--- src/include/converter_reset_and_load_meter_regs.vh ---
// Register map, field positions and timing counts of the converter control block.
// Assumes a 100 MHz core clock.
`ifndef CONVERTER_RESET_AND_LOAD_METER_REGS_VH
`define CONVERTER_RESET_AND_LOAD_METER_REGS_VH

`define REG_VSET 8'h00
`define REG_GENERAL 8'h10
`define REG_RESET 8'h11
`define REG_DELAY 8'h12
`define REG_FLAGS2 8'h0E
`define REG_SEL 8'h21
`define REG_RESULT 8'h22
`define REG_MASK2 8'h2E

`define VSET_EN_BIT 7
`define GEN_LP_BIT 0
`define RESET_SW_BIT 0
`define FLAG_OVP_BIT 0
`define FLAG_UVLO_BIT 1
`define FLAG_THSD_BIT 2
`define FLAG_RDY_BIT 3
`define MASK_RDY_BIT 0
`define SEL_MSB 2
`define SEL_HI_LSB 5

`define RESET_VAL 8'h00
`define BUS_ADDR 7'h60
`define RESULT_MAX 11'h7D0

`define CLK_PERIOD_NS 10
`define MEAS_TIME_NS 50000
`define MEAS_CYCLES ((`MEAS_TIME_NS + `CLK_PERIOD_NS - 1) / `CLK_PERIOD_NS)
`define RELOAD_TIME_NS 20000
`define RELOAD_CYCLES (`RELOAD_TIME_NS / `CLK_PERIOD_NS)

`define PIN_RESET 9'h00F

`endif

--- src/converter_reset_and_load_meter.v ---
// Reset sequencing, fast power-down, low-power mode and load-current metering
// of a multi-phase step-down converter, with its two-wire register port.
// Assumes bus, reset, sleep, supply and fault pins are asynchronous; OTP and analog current values are on core_clk_i.
// How it works
// - Selection write starts a new measurement
// - Measurement lasts at least 50 us
// - Start clears ready flag; reset value zero
// - Completion sets ready flag
// - Result split: low byte, high bits in selection
// - Result LSB 10 mA, capped at 20 A
// - Ready raises interrupt unless mask bit set
// - Control bit enables low-power pulse mode
// - Sleep request enables low-power pulse mode
// - After power-on reset read OTP, then standby
// - Converter follows enable bit and reset pin
// - Soft reset on write one then zero
// - Soft reset keeps fault flags
// - Power-on reset on supply rise or toggle
// - Registers keep value until written or flagged
// - Reset pin low restores control defaults
// - Fast power-down on faults or I/O supply loss with reset pin high
// - Memory reload finishes within 25 us
// - Interrupt low while any fault flag or unmasked ready flag set
`timescale 1ns/1ps
`include "converter_reset_and_load_meter_regs.vh"

module converter_reset_and_load_meter #(
  parameter MEAS_CYCLES = `MEAS_CYCLES
) (
  input wire core_clk_i,
  input wire rst_i,
  input wire scl_i,
  input wire sda_i,
  output reg sda_o,
  output reg sda_oe_o,
  input wire hw_reset_pin_n_i,
  input wire sleep_request_n_i,
  input wire io_supply_input_i,
  input wire analog_supply_input_i,
  input wire ovp_i,
  input wire uvlo_i,
  input wire thsd_i,
  input wire [7:0] otp_vset_i,
  input wire [10:0] load_current_value_i,
  output reg [2:0] meas_select_o,
  output reg meas_busy_o,
  output reg converter_on_o,
  output reg low_power_pfm_o,
  output reg fast_pd_o,
  output reg int_n_o,
  output reg standby_o
);

  localparam ST_POR = 3'h0;
  localparam ST_LOAD = 3'h1;
  localparam ST_STBY = 3'h2;
  localparam ST_HWRST = 3'h3;
  localparam BS_IDLE = 2'h0;
  localparam BS_REG = 2'h1;
  localparam BS_WR = 2'h2;
  localparam BS_RD = 2'h3;

  // Pin synchronisers, three stages, accept when stages two and three agree
  reg [8:0] s1_q;
  reg [8:0] s2_q;
  reg [8:0] s3_q;
  reg [8:0] pin_q;
  reg [8:0] pin_p_q;
  wire [8:0] pins_raw;
  assign pins_raw = {thsd_i, uvlo_i, ovp_i, analog_supply_input_i, io_supply_input_i,
                     sleep_request_n_i, hw_reset_pin_n_i, sda_i, scl_i};

  integer k;
  always @(posedge core_clk_i) begin
    if (rst_i) begin
      s1_q <= `PIN_RESET;
      s2_q <= `PIN_RESET;
      s3_q <= `PIN_RESET;
      pin_q <= `PIN_RESET;
      pin_p_q <= `PIN_RESET;
    end else begin
      s1_q <= pins_raw;
      s2_q <= s1_q;
      s3_q <= s2_q;
      for (k = 0; k < 9; k = k + 1) begin
        if (s2_q[k] == s3_q[k]) begin
          pin_q[k] <= s3_q[k];
        end
      end
      pin_p_q <= pin_q;
    end
  end

  wire scl = pin_q[0];
  wire sda = pin_q[1];
  wire hw_reset_pin_n = pin_q[2];
  wire sleep_n = pin_q[3];
  wire io_ok = pin_q[4];
  wire ana_ok = pin_q[5];
  wire scl_rise = scl & ~pin_p_q[0];
  wire scl_fall = ~scl & pin_p_q[0];
  wire bus_start = scl & pin_p_q[0] & ~sda & pin_p_q[1];
  wire bus_stop = scl & pin_p_q[0] & sda & ~pin_p_q[1];
  // Supply rising or I/O supply toggled low/high
  wire por_evt = (ana_ok & ~pin_p_q[5]) | (io_ok & ~pin_p_q[4]);
  wire supply_lost = ~ana_ok | ~io_ok;
  wire fpd_cond = pin_q[6] | pin_q[7] | pin_q[8] | (~io_ok & hw_reset_pin_n);

  // Sequencer
  reg [2:0] state_q;
  reg [12:0] rl_cnt_q;
  reg por_load_q;
  wire load_done = (state_q == ST_LOAD) && (rl_cnt_q == `RELOAD_CYCLES - 1);
  wire por_clr = (state_q == ST_POR);
  wire hw_clr = (state_q == ST_HWRST);

  always @(posedge core_clk_i) begin
    if (rst_i) begin
      state_q <= ST_POR;
      rl_cnt_q <= 13'h0000;
      por_load_q <= 1'b1;
    end else if (supply_lost || por_evt) begin
      state_q <= ST_POR;
      rl_cnt_q <= 13'h0000;
      por_load_q <= 1'b1;
    end else begin
      case (state_q)
        ST_POR: begin
          state_q <= ST_LOAD;
          rl_cnt_q <= 13'h0000;
        end
        ST_LOAD: begin
          rl_cnt_q <= rl_cnt_q + 13'h0001;
          if (load_done) begin
            state_q <= ST_STBY;
            por_load_q <= 1'b0;
          end
        end
        ST_STBY: begin
          if (!hw_reset_pin_n) begin
            state_q <= ST_HWRST;
          end
        end
        ST_HWRST: begin
          if (hw_reset_pin_n) begin
            state_q <= ST_LOAD;
            rl_cnt_q <= 13'h0000;
          end
        end
        default: begin
          state_q <= ST_POR;
        end
      endcase
    end
  end

  // Two-wire register port
  reg [1:0] bs_q;
  reg [3:0] bc_q;
  reg [7:0] sh_q;
  reg [7:0] tx_q;
  reg [7:0] ptr_q;
  reg rd_q;
  reg wr_stb_q;
  reg [7:0] wr_addr_q;
  reg [7:0] wr_data_q;
  reg [7:0] rd_data;

  always @(posedge core_clk_i) begin
    if (rst_i || por_clr) begin
      bs_q <= BS_IDLE;
      bc_q <= 4'h0;
      sh_q <= 8'h00;
      tx_q <= 8'h00;
      ptr_q <= 8'h00;
      rd_q <= 1'b0;
      wr_stb_q <= 1'b0;
      wr_addr_q <= 8'h00;
      wr_data_q <= 8'h00;
      sda_oe_o <= 1'b0;
    end else begin
      wr_stb_q <= 1'b0;
      if (bus_start) begin
        bs_q <= BS_IDLE;
        bc_q <= 4'h0;
        rd_q <= 1'b0;
        sda_oe_o <= 1'b0;
      end else if (bus_stop) begin
        bs_q <= BS_IDLE;
        bc_q <= 4'hF;
        sda_oe_o <= 1'b0;
      end else if (scl_rise && bc_q != 4'hF) begin
        if (bc_q < 4'h8) begin
          sh_q <= {sh_q[6:0], sda};
          bc_q <= bc_q + 4'h1;
        end else if (bc_q == 4'h8) begin
          bc_q <= 4'h9;
          if (bs_q == BS_RD && rd_q && sda) begin
            bc_q <= 4'hF;
          end
        end
      end else if (scl_fall && bc_q != 4'hF) begin
        if (bc_q == 4'h8) begin
          if (rd_q) begin
            sda_oe_o <= 1'b0;
          end else if (bs_q == BS_IDLE) begin
            if (sh_q[7:1] == `BUS_ADDR) begin
              sda_oe_o <= 1'b1;
              rd_q <= sh_q[0];
              bs_q <= sh_q[0] ? BS_RD : BS_REG;
            end else begin
              bc_q <= 4'hF;
            end
          end else if (bs_q == BS_REG) begin
            ptr_q <= sh_q;
            sda_oe_o <= 1'b1;
            bs_q <= BS_WR;
          end else begin
            wr_stb_q <= 1'b1;
            wr_addr_q <= ptr_q;
            wr_data_q <= sh_q;
            ptr_q <= ptr_q + 8'h01;
            sda_oe_o <= 1'b1;
          end
        end else if (bc_q == 4'h9) begin
          bc_q <= 4'h0;
          sda_oe_o <= 1'b0;
          if (rd_q) begin
            tx_q <= rd_data;
            ptr_q <= ptr_q + 8'h01;
            sda_oe_o <= ~rd_data[7];
          end
        end else if (rd_q && bc_q != 4'h0) begin
          sda_oe_o <= ~tx_q[3'h7 - bc_q[2:0]];
        end
      end
    end
  end

  // Registers
  reg [7:0] vset_q;
  reg [7:0] general_q;
  reg sw_bit_q;
  reg sw_arm_q;
  reg [7:0] delay_q;
  reg [3:0] flags_q;
  reg [2:0] sel_q;
  reg [10:0] result_q;
  reg [7:0] mask2_q;
  reg [12:0] meas_cnt_q;

  wire wr_sel = wr_stb_q && wr_addr_q == `REG_SEL;
  wire wr_rst = wr_stb_q && wr_addr_q == `REG_RESET;
  wire sw_rst = wr_rst && !wr_data_q[`RESET_SW_BIT] && sw_arm_q;
  wire meas_done = meas_busy_o && meas_cnt_q == MEAS_CYCLES - 1;
  wire [3:0] flag_set = {meas_done, pin_q[8], pin_q[7], pin_q[6]};
  wire [3:0] flag_w1c = (wr_stb_q && wr_addr_q == `REG_FLAGS2) ? wr_data_q[3:0] : 4'h0;

  always @* begin
    case (ptr_q)
      `REG_VSET: rd_data = vset_q;
      `REG_GENERAL: rd_data = general_q;
      `REG_RESET: rd_data = {7'h00, sw_bit_q};
      `REG_DELAY: rd_data = delay_q;
      `REG_FLAGS2: rd_data = {4'h0, flags_q};
      `REG_SEL: rd_data = {result_q[10:8], 2'h0, sel_q};
      `REG_RESULT: rd_data = result_q[7:0];
      `REG_MASK2: rd_data = mask2_q;
      default: rd_data = 8'h00;
    endcase
  end

  always @(posedge core_clk_i) begin
    if (rst_i || por_clr) begin
      vset_q <= `RESET_VAL;
      general_q <= `RESET_VAL;
      sw_bit_q <= 1'b0;
      sw_arm_q <= 1'b0;
      delay_q <= `RESET_VAL;
      flags_q <= 4'h0;
      sel_q <= 3'h0;
      result_q <= 11'h000;
      mask2_q <= `RESET_VAL;
      meas_cnt_q <= 13'h0000;
      meas_busy_o <= 1'b0;
      meas_select_o <= 3'h0;
    end else begin
      // Flags: hardware set wins over host clear; untouched by soft/hw reset
      flags_q <= (flags_q & ~flag_w1c) | flag_set;
      if (load_done && por_load_q) begin
        vset_q <= otp_vset_i;
      end
      if (hw_clr || sw_rst) begin
        general_q <= `RESET_VAL;
        delay_q <= `RESET_VAL;
        mask2_q <= `RESET_VAL;
        sw_arm_q <= 1'b0;
        if (hw_clr) begin
          sw_bit_q <= 1'b0;
        end else begin
          sw_bit_q <= wr_data_q[`RESET_SW_BIT];
        end
      end else if (wr_stb_q) begin
        sw_arm_q <= wr_rst && wr_data_q[`RESET_SW_BIT];
        case (wr_addr_q)
          `REG_VSET: vset_q <= wr_data_q;
          `REG_GENERAL: general_q <= wr_data_q;
          `REG_RESET: sw_bit_q <= wr_data_q[`RESET_SW_BIT];
          `REG_DELAY: delay_q <= wr_data_q;
          `REG_SEL: sel_q <= wr_data_q[`SEL_MSB:0];
          `REG_MASK2: mask2_q <= wr_data_q;
          default: sw_bit_q <= sw_bit_q;
        endcase
      end
      // Measurement sequence
      if (wr_sel) begin
        meas_busy_o <= 1'b1;
        meas_cnt_q <= 13'h0000;
        meas_select_o <= wr_data_q[`SEL_MSB:0];
        flags_q[`FLAG_RDY_BIT] <= 1'b0;
      end else if (meas_busy_o) begin
        meas_cnt_q <= meas_cnt_q + 13'h0001;
        if (meas_done) begin
          meas_busy_o <= 1'b0;
          if (load_current_value_i > `RESULT_MAX) begin
            result_q <= `RESULT_MAX;
          end else begin
            result_q <= load_current_value_i;
          end
        end
      end
    end
  end

  // Output stage
  always @(posedge core_clk_i) begin
    if (rst_i) begin
      sda_o <= 1'b0;
      converter_on_o <= 1'b0;
      low_power_pfm_o <= 1'b0;
      fast_pd_o <= 1'b0;
      int_n_o <= 1'b1;
      standby_o <= 1'b0;
    end else begin
      sda_o <= 1'b0;
      standby_o <= state_q == ST_STBY;
      converter_on_o <= state_q == ST_STBY && vset_q[`VSET_EN_BIT] && hw_reset_pin_n
                        && !fpd_cond && !supply_lost;
      low_power_pfm_o <= general_q[`GEN_LP_BIT] || !sleep_n;
      fast_pd_o <= fpd_cond;
      int_n_o <= !(flags_q[2:0] != 3'h0
                   || (flags_q[`FLAG_RDY_BIT] && !mask2_q[`MASK_RDY_BIT]));
    end
  end

endmodule // converter_reset_and_load_meter

--- config.mk ---
export PLATFORM = sky130hd
export DESIGN_NAME = converter_reset_and_load_meter
export DESIGN_NICKNAME = d
export VERILOG_FILES = /design/src/converter_reset_and_load_meter.v
export VERILOG_INCLUDE_DIRS = /design/src /design/src/include
export SDC_FILE = /design/constraint.sdc
export NUM_CORES = 1
export LEC_CHECK = 0
export BUFFER_PORTS_ARGS = -buffer_cell sky130_fd_sc_hd__buf_2
export CORE_ASPECT_RATIO = 2
export CORE_MARGIN = 2
export CORE_UTILIZATION = 55
export DETAILED_ROUTE_END_ITERATION = 10
export PLACE_DENSITY = 0.75
export SYNTH_ARGS = -nofsm -noshare
export SYNTH_HDL_FRONTEND = slang
export SYNTH_SLANG_ARGS = --single-unit
--- constraint.sdc ---
create_clock -name core_clk_i -period 1.75 [get_ports core_clk_i]
set_input_delay 0.175 -clock core_clk_i [delete_from_list [all_inputs] [get_ports core_clk_i]]
set_output_delay 0.175 -clock core_clk_i [all_outputs]
set_load 0.01 [all_outputs]
==> flow_metrics.env <==
export IMPL_worstPathArrival_ns=2.23
export IMPL_grt_pass1_wl_mm=34.8
export IMPL_cts_sinks=179
export IMPL_worst_slack_ns=-0.156
export IMPL_worstHoldPathType="in2reg"
export IMPL_met3_usage=0.0587
export IMPL_max_slew_margin=0.621
export IMPL_route_detailed_drc=0
export IMPL_ant_nets=0
export IMPL_synthTopCellsByArea="dfxtp_1 (46%), mux2i_1 (7.8%), nor2_1 (5.5%), a21oi_1 (3.5%), o21ai_0 (3.1%)"
export IMPL_dr_pass1_iters=5
export IMPL_grt_pass1_vias=7100
export IMPL_gp_congestion=0.970
export IMPL_die_w_um=88.3
export IMPL_fmax_mhz=525
export IMPL_clk_latency_ns=0.44
export IMPL_synth_xor_area_frac=0.0280
export IMPL_nFillCells=1028
export IMPL_wirelength_mm=22.4
export IMPL_timing_rr_end="ptr_q[4]"
export IMPL_cts_buffer_depth=2
export IMPL_dieArea_um2=15200
export IMPL_rows=61
export IMPL_yosys_warnings=0
export IMPL_worst_slew_pin_transition_ns=0.563
export IMPL_ir_drop_uv=868
export IMPL_rsz0062_at_grt="true"
export IMPL_grt_use_met2=0.535
export IMPL_grt_overflow_total=0
export IMPL_power_density_nw_per_um2=805
export IMPL_start_kind="flip-flop"
export IMPL_finalCritPeriodShare=1.09
export IMPL_synth_edf_count=0
export IMPL_syn_avg_cell_area_um2=9.21
export IMPL_synth_main_ff_cell="dfxtp_1"
export IMPL_clkTransAtPathRegs_ns=0.07
export IMPL_setup_viol=10
export IMPL_cts_tree="done"
export IMPL_syn_area_um2=7810
export IMPL_violations="negative setup slack"
export IMPL_busiest_layer="met2"
export IMPL_worst_path_stages=5
export IMPL_start_util=0.563
export IMPL_yosys_cell_types_count=75
export IMPL_grt_max_degree=43
export IMPL_finClkSkew_ns=0.0138
export IMPL_worstHoldPathCells=3
export IMPL_cp_top_family="compound AO/OA/AOI/OAI gates"
export IMPL_yosysMostFrequentCell="dfxtp_1"
export IMPL_p_leak_nw=3.87
export IMPL_numCtsBuffers=17
export IMPL_first_iter_violations=389
export IMPL_critPathMaxStageDelay_ns=0.53
export IMPL_num_vias=6963
export IMPL_critPathBufInv=0
export IMPL_yosysTopAreaCell="dfxtp_1"
export IMPL_synth_top_area_frac=0.459
export IMPL_r2r_start="bc_q[1]"
export IMPL_syn_nets=894
export IMPL_grtUsageTotal=0.297
export IMPL_port_buffers=39
export IMPL_rrSetupSlack_ns=-0.16
export IMPL_htree_levels=4
export IMPL_maxCapViolations=0
export IMPL_worst_ep_required_time_ns=2.07
export IMPL_synth_cells=848
export IMPL_gr_usage_met1=0.277
export IMPL_synth_async_reset_ratio=0
export IMPL_r2r_cells=5
export IMPL_postLayoutCoreUtil=0.721
export IMPL_synth_seq_area_share=0.459
export IMPL_finish_net_count=1042
export IMPL_drv_slew=0
export IMPL_cts_root_buffer="clkbuf_16"
export IMPL_synthTopCellsByCount="dfxtp_1 (179), nor2_1 (114), mux2i_1 (61)"
export IMPL_finalHoldViolations=0
export IMPL_diodes=0
export IMPL_synth_simple_area_share=0.215
export IMPL_synth_mux_area_frac=0.0906
export IMPL_critPathMaxFanout=7
export IMPL_crit_end="ptr_q[4]"
export IMPL_crit_path_top_delay_cell="a2111o_1"
export IMPL_path_class="reg2reg"
export IMPL_total_power_mw=8.06
export IMPL_wl_per_cell_um=18.7
export IMPL_die_y_um=173
export IMPL_drive_above_1_share=0.277
export IMPL_via_per_inst=5.82
export IMPL_coreArea_um2=13900
export IMPL_hpwl_mm=15.7
export IMPL_io_pins=41
export IMPL_synth_fa_ha_area_frac=0.0256
export IMPL_startpoint="bc_q[1]"
export IMPL_synth_top_family_by_area="simple AND/OR/NAND/NOR gates"
export IMPL_worstSetupEndpointType="flip-flop"
export IMPL_synth_seq_cells=179
export IMPL_final_setup_tns_ns=-0.884
export IMPL_status="finished with violations"
export IMPL_synth_compound_area_share=0.145
export IMPL_finalCriticalPeriod_ns=1.91
export IMPL_crit_path_cell_trace="nor4b_4 > ha_1 > a2111o_1 > o21ai_1 > a21oi_2"
export IMPL_antenna_found_initial=0
export IMPL_syn_to_final_growth_pct=28.1
report_power, final:
part | internal [mW] | switching (mW)
Sequential | 4.10 | 0.0116
Combinational | 0.0664 | 0.0458
Clock | 2.19 | 1.65
Total | 6.35 | 1.71
layout by cell type (no fill, tap or decap), types with 5 or more instances in the layout:
cell type / instances
mux2i_1: 60
buf_12: 6
nor2_1: 112
buf_4: 115
o21ai_1: 10
a21oi_1: 50
o21ai_0: 38
or2_2: 16
and2_1: 6
xnor2_1: 12
xor2_1: 12
dlygate4sd3_1: 15
nor2b_1: 22
nand2b_1: 5
nand4_1: 11
nor3_1: 13
and3_1: 7
dfxtp_1: 167
a211oi_1: 9
a21o_1: 6
dfxtp_2: 11
inv_1: 13
clkbuf_16: 17
buf_2: 38
a22o_1: 10
a22oi_1: 9
nand3_1: 18
ha_1: 10
nand2_1: 57
what timing repair did:
item,4_1_cts,5_1_grt
hold buffers,15,0
setup buffers,1,6
gates resized for setup,23,49
setup endpoints to repair,53,85
hold endpoints to repair,15,0
pin swaps,14,24
cloned,2,0
how the worst min path moves through the flow:
| stage | start | end | slack [ns] |
|---|---|---|---|
| floorplan | scl_i | s1_q[0] | 0.28 |
| global placement | sda_i | s1_q[1] | 0.36 |
| detailed placement | scl_i | s1_q[0] | 0.36 |
| CTS | load_current_value_i[8] | result_q[8] | 0.007 |
| global route | rst_i | pin_p_q[4] | 0.02 |
| finish | otp_vset_i[2] | vset_q[2] | 0.02 |
metrics by stage:
stage                     hold slack (ns)  setup WS [ns]  instances  area (µm²)
after floorplan                     0.279         -0.183        848        7820
after global placement              0.358        -0.0850       1145        8950
after detailed placement            0.362         -0.126       1145        8950
after CTS                         0.00689         -0.129       1194        9780
after global routing               0.0221         -0.203       1197       10000
final                              0.0162         -0.156       1197       10000
tightest hold or removal path, stage by stage:
cell	delay (ns)
buf_2	0.08
mux2i_1	0.05
a21oi_1	0.10
layer usage:
layer	wire, µm	share of wire	vias to the layer above
li1	-	-	3288
met3	739	0.033	118
met5	0	0	-
met2	12300	0.55	224
met1	7680	0.34	3333
met4	1680	0.075	0
registers in the layout (all words and copies together), names as in the netlist, 4 cells and up:
signal	cells
ptr_q	8
s3_q	9
result_q	11
s1_q	9
vset_q	8
wr_addr_q	8
sh_q	8
tx_q	8
meas_cnt_q	13
flags_q	4
general_q	8
wr_data_q	8
bc_q	4
pin_q	9
delay_q	8
s2_q	9
mask2_q	8
rl_cnt_q	13
pin_p_q	4
cells by family after synthesis:
family	after synthesis
AO/OA/AOI/OAI	176
XOR/XNOR	25
adder cells (fa/ha/maj)	16
buffers and inverters	61
flip-flops	179
multiplexers	67
other	1
AND/OR/NAND/NOR	323
final cells by class:
class,instances,area [µm²],share of cell area
timing repair buffer,175,1340,0.133
clock inverter,10,125,0.0125
multi-input combinational,608,4200,0.419
clock buffer,21,460,0.0460
sequential,179,3600,0.360
tap,189,236,0.0236
inverter,15,56.3,0.00562
(Power assumes the default switching activity.)
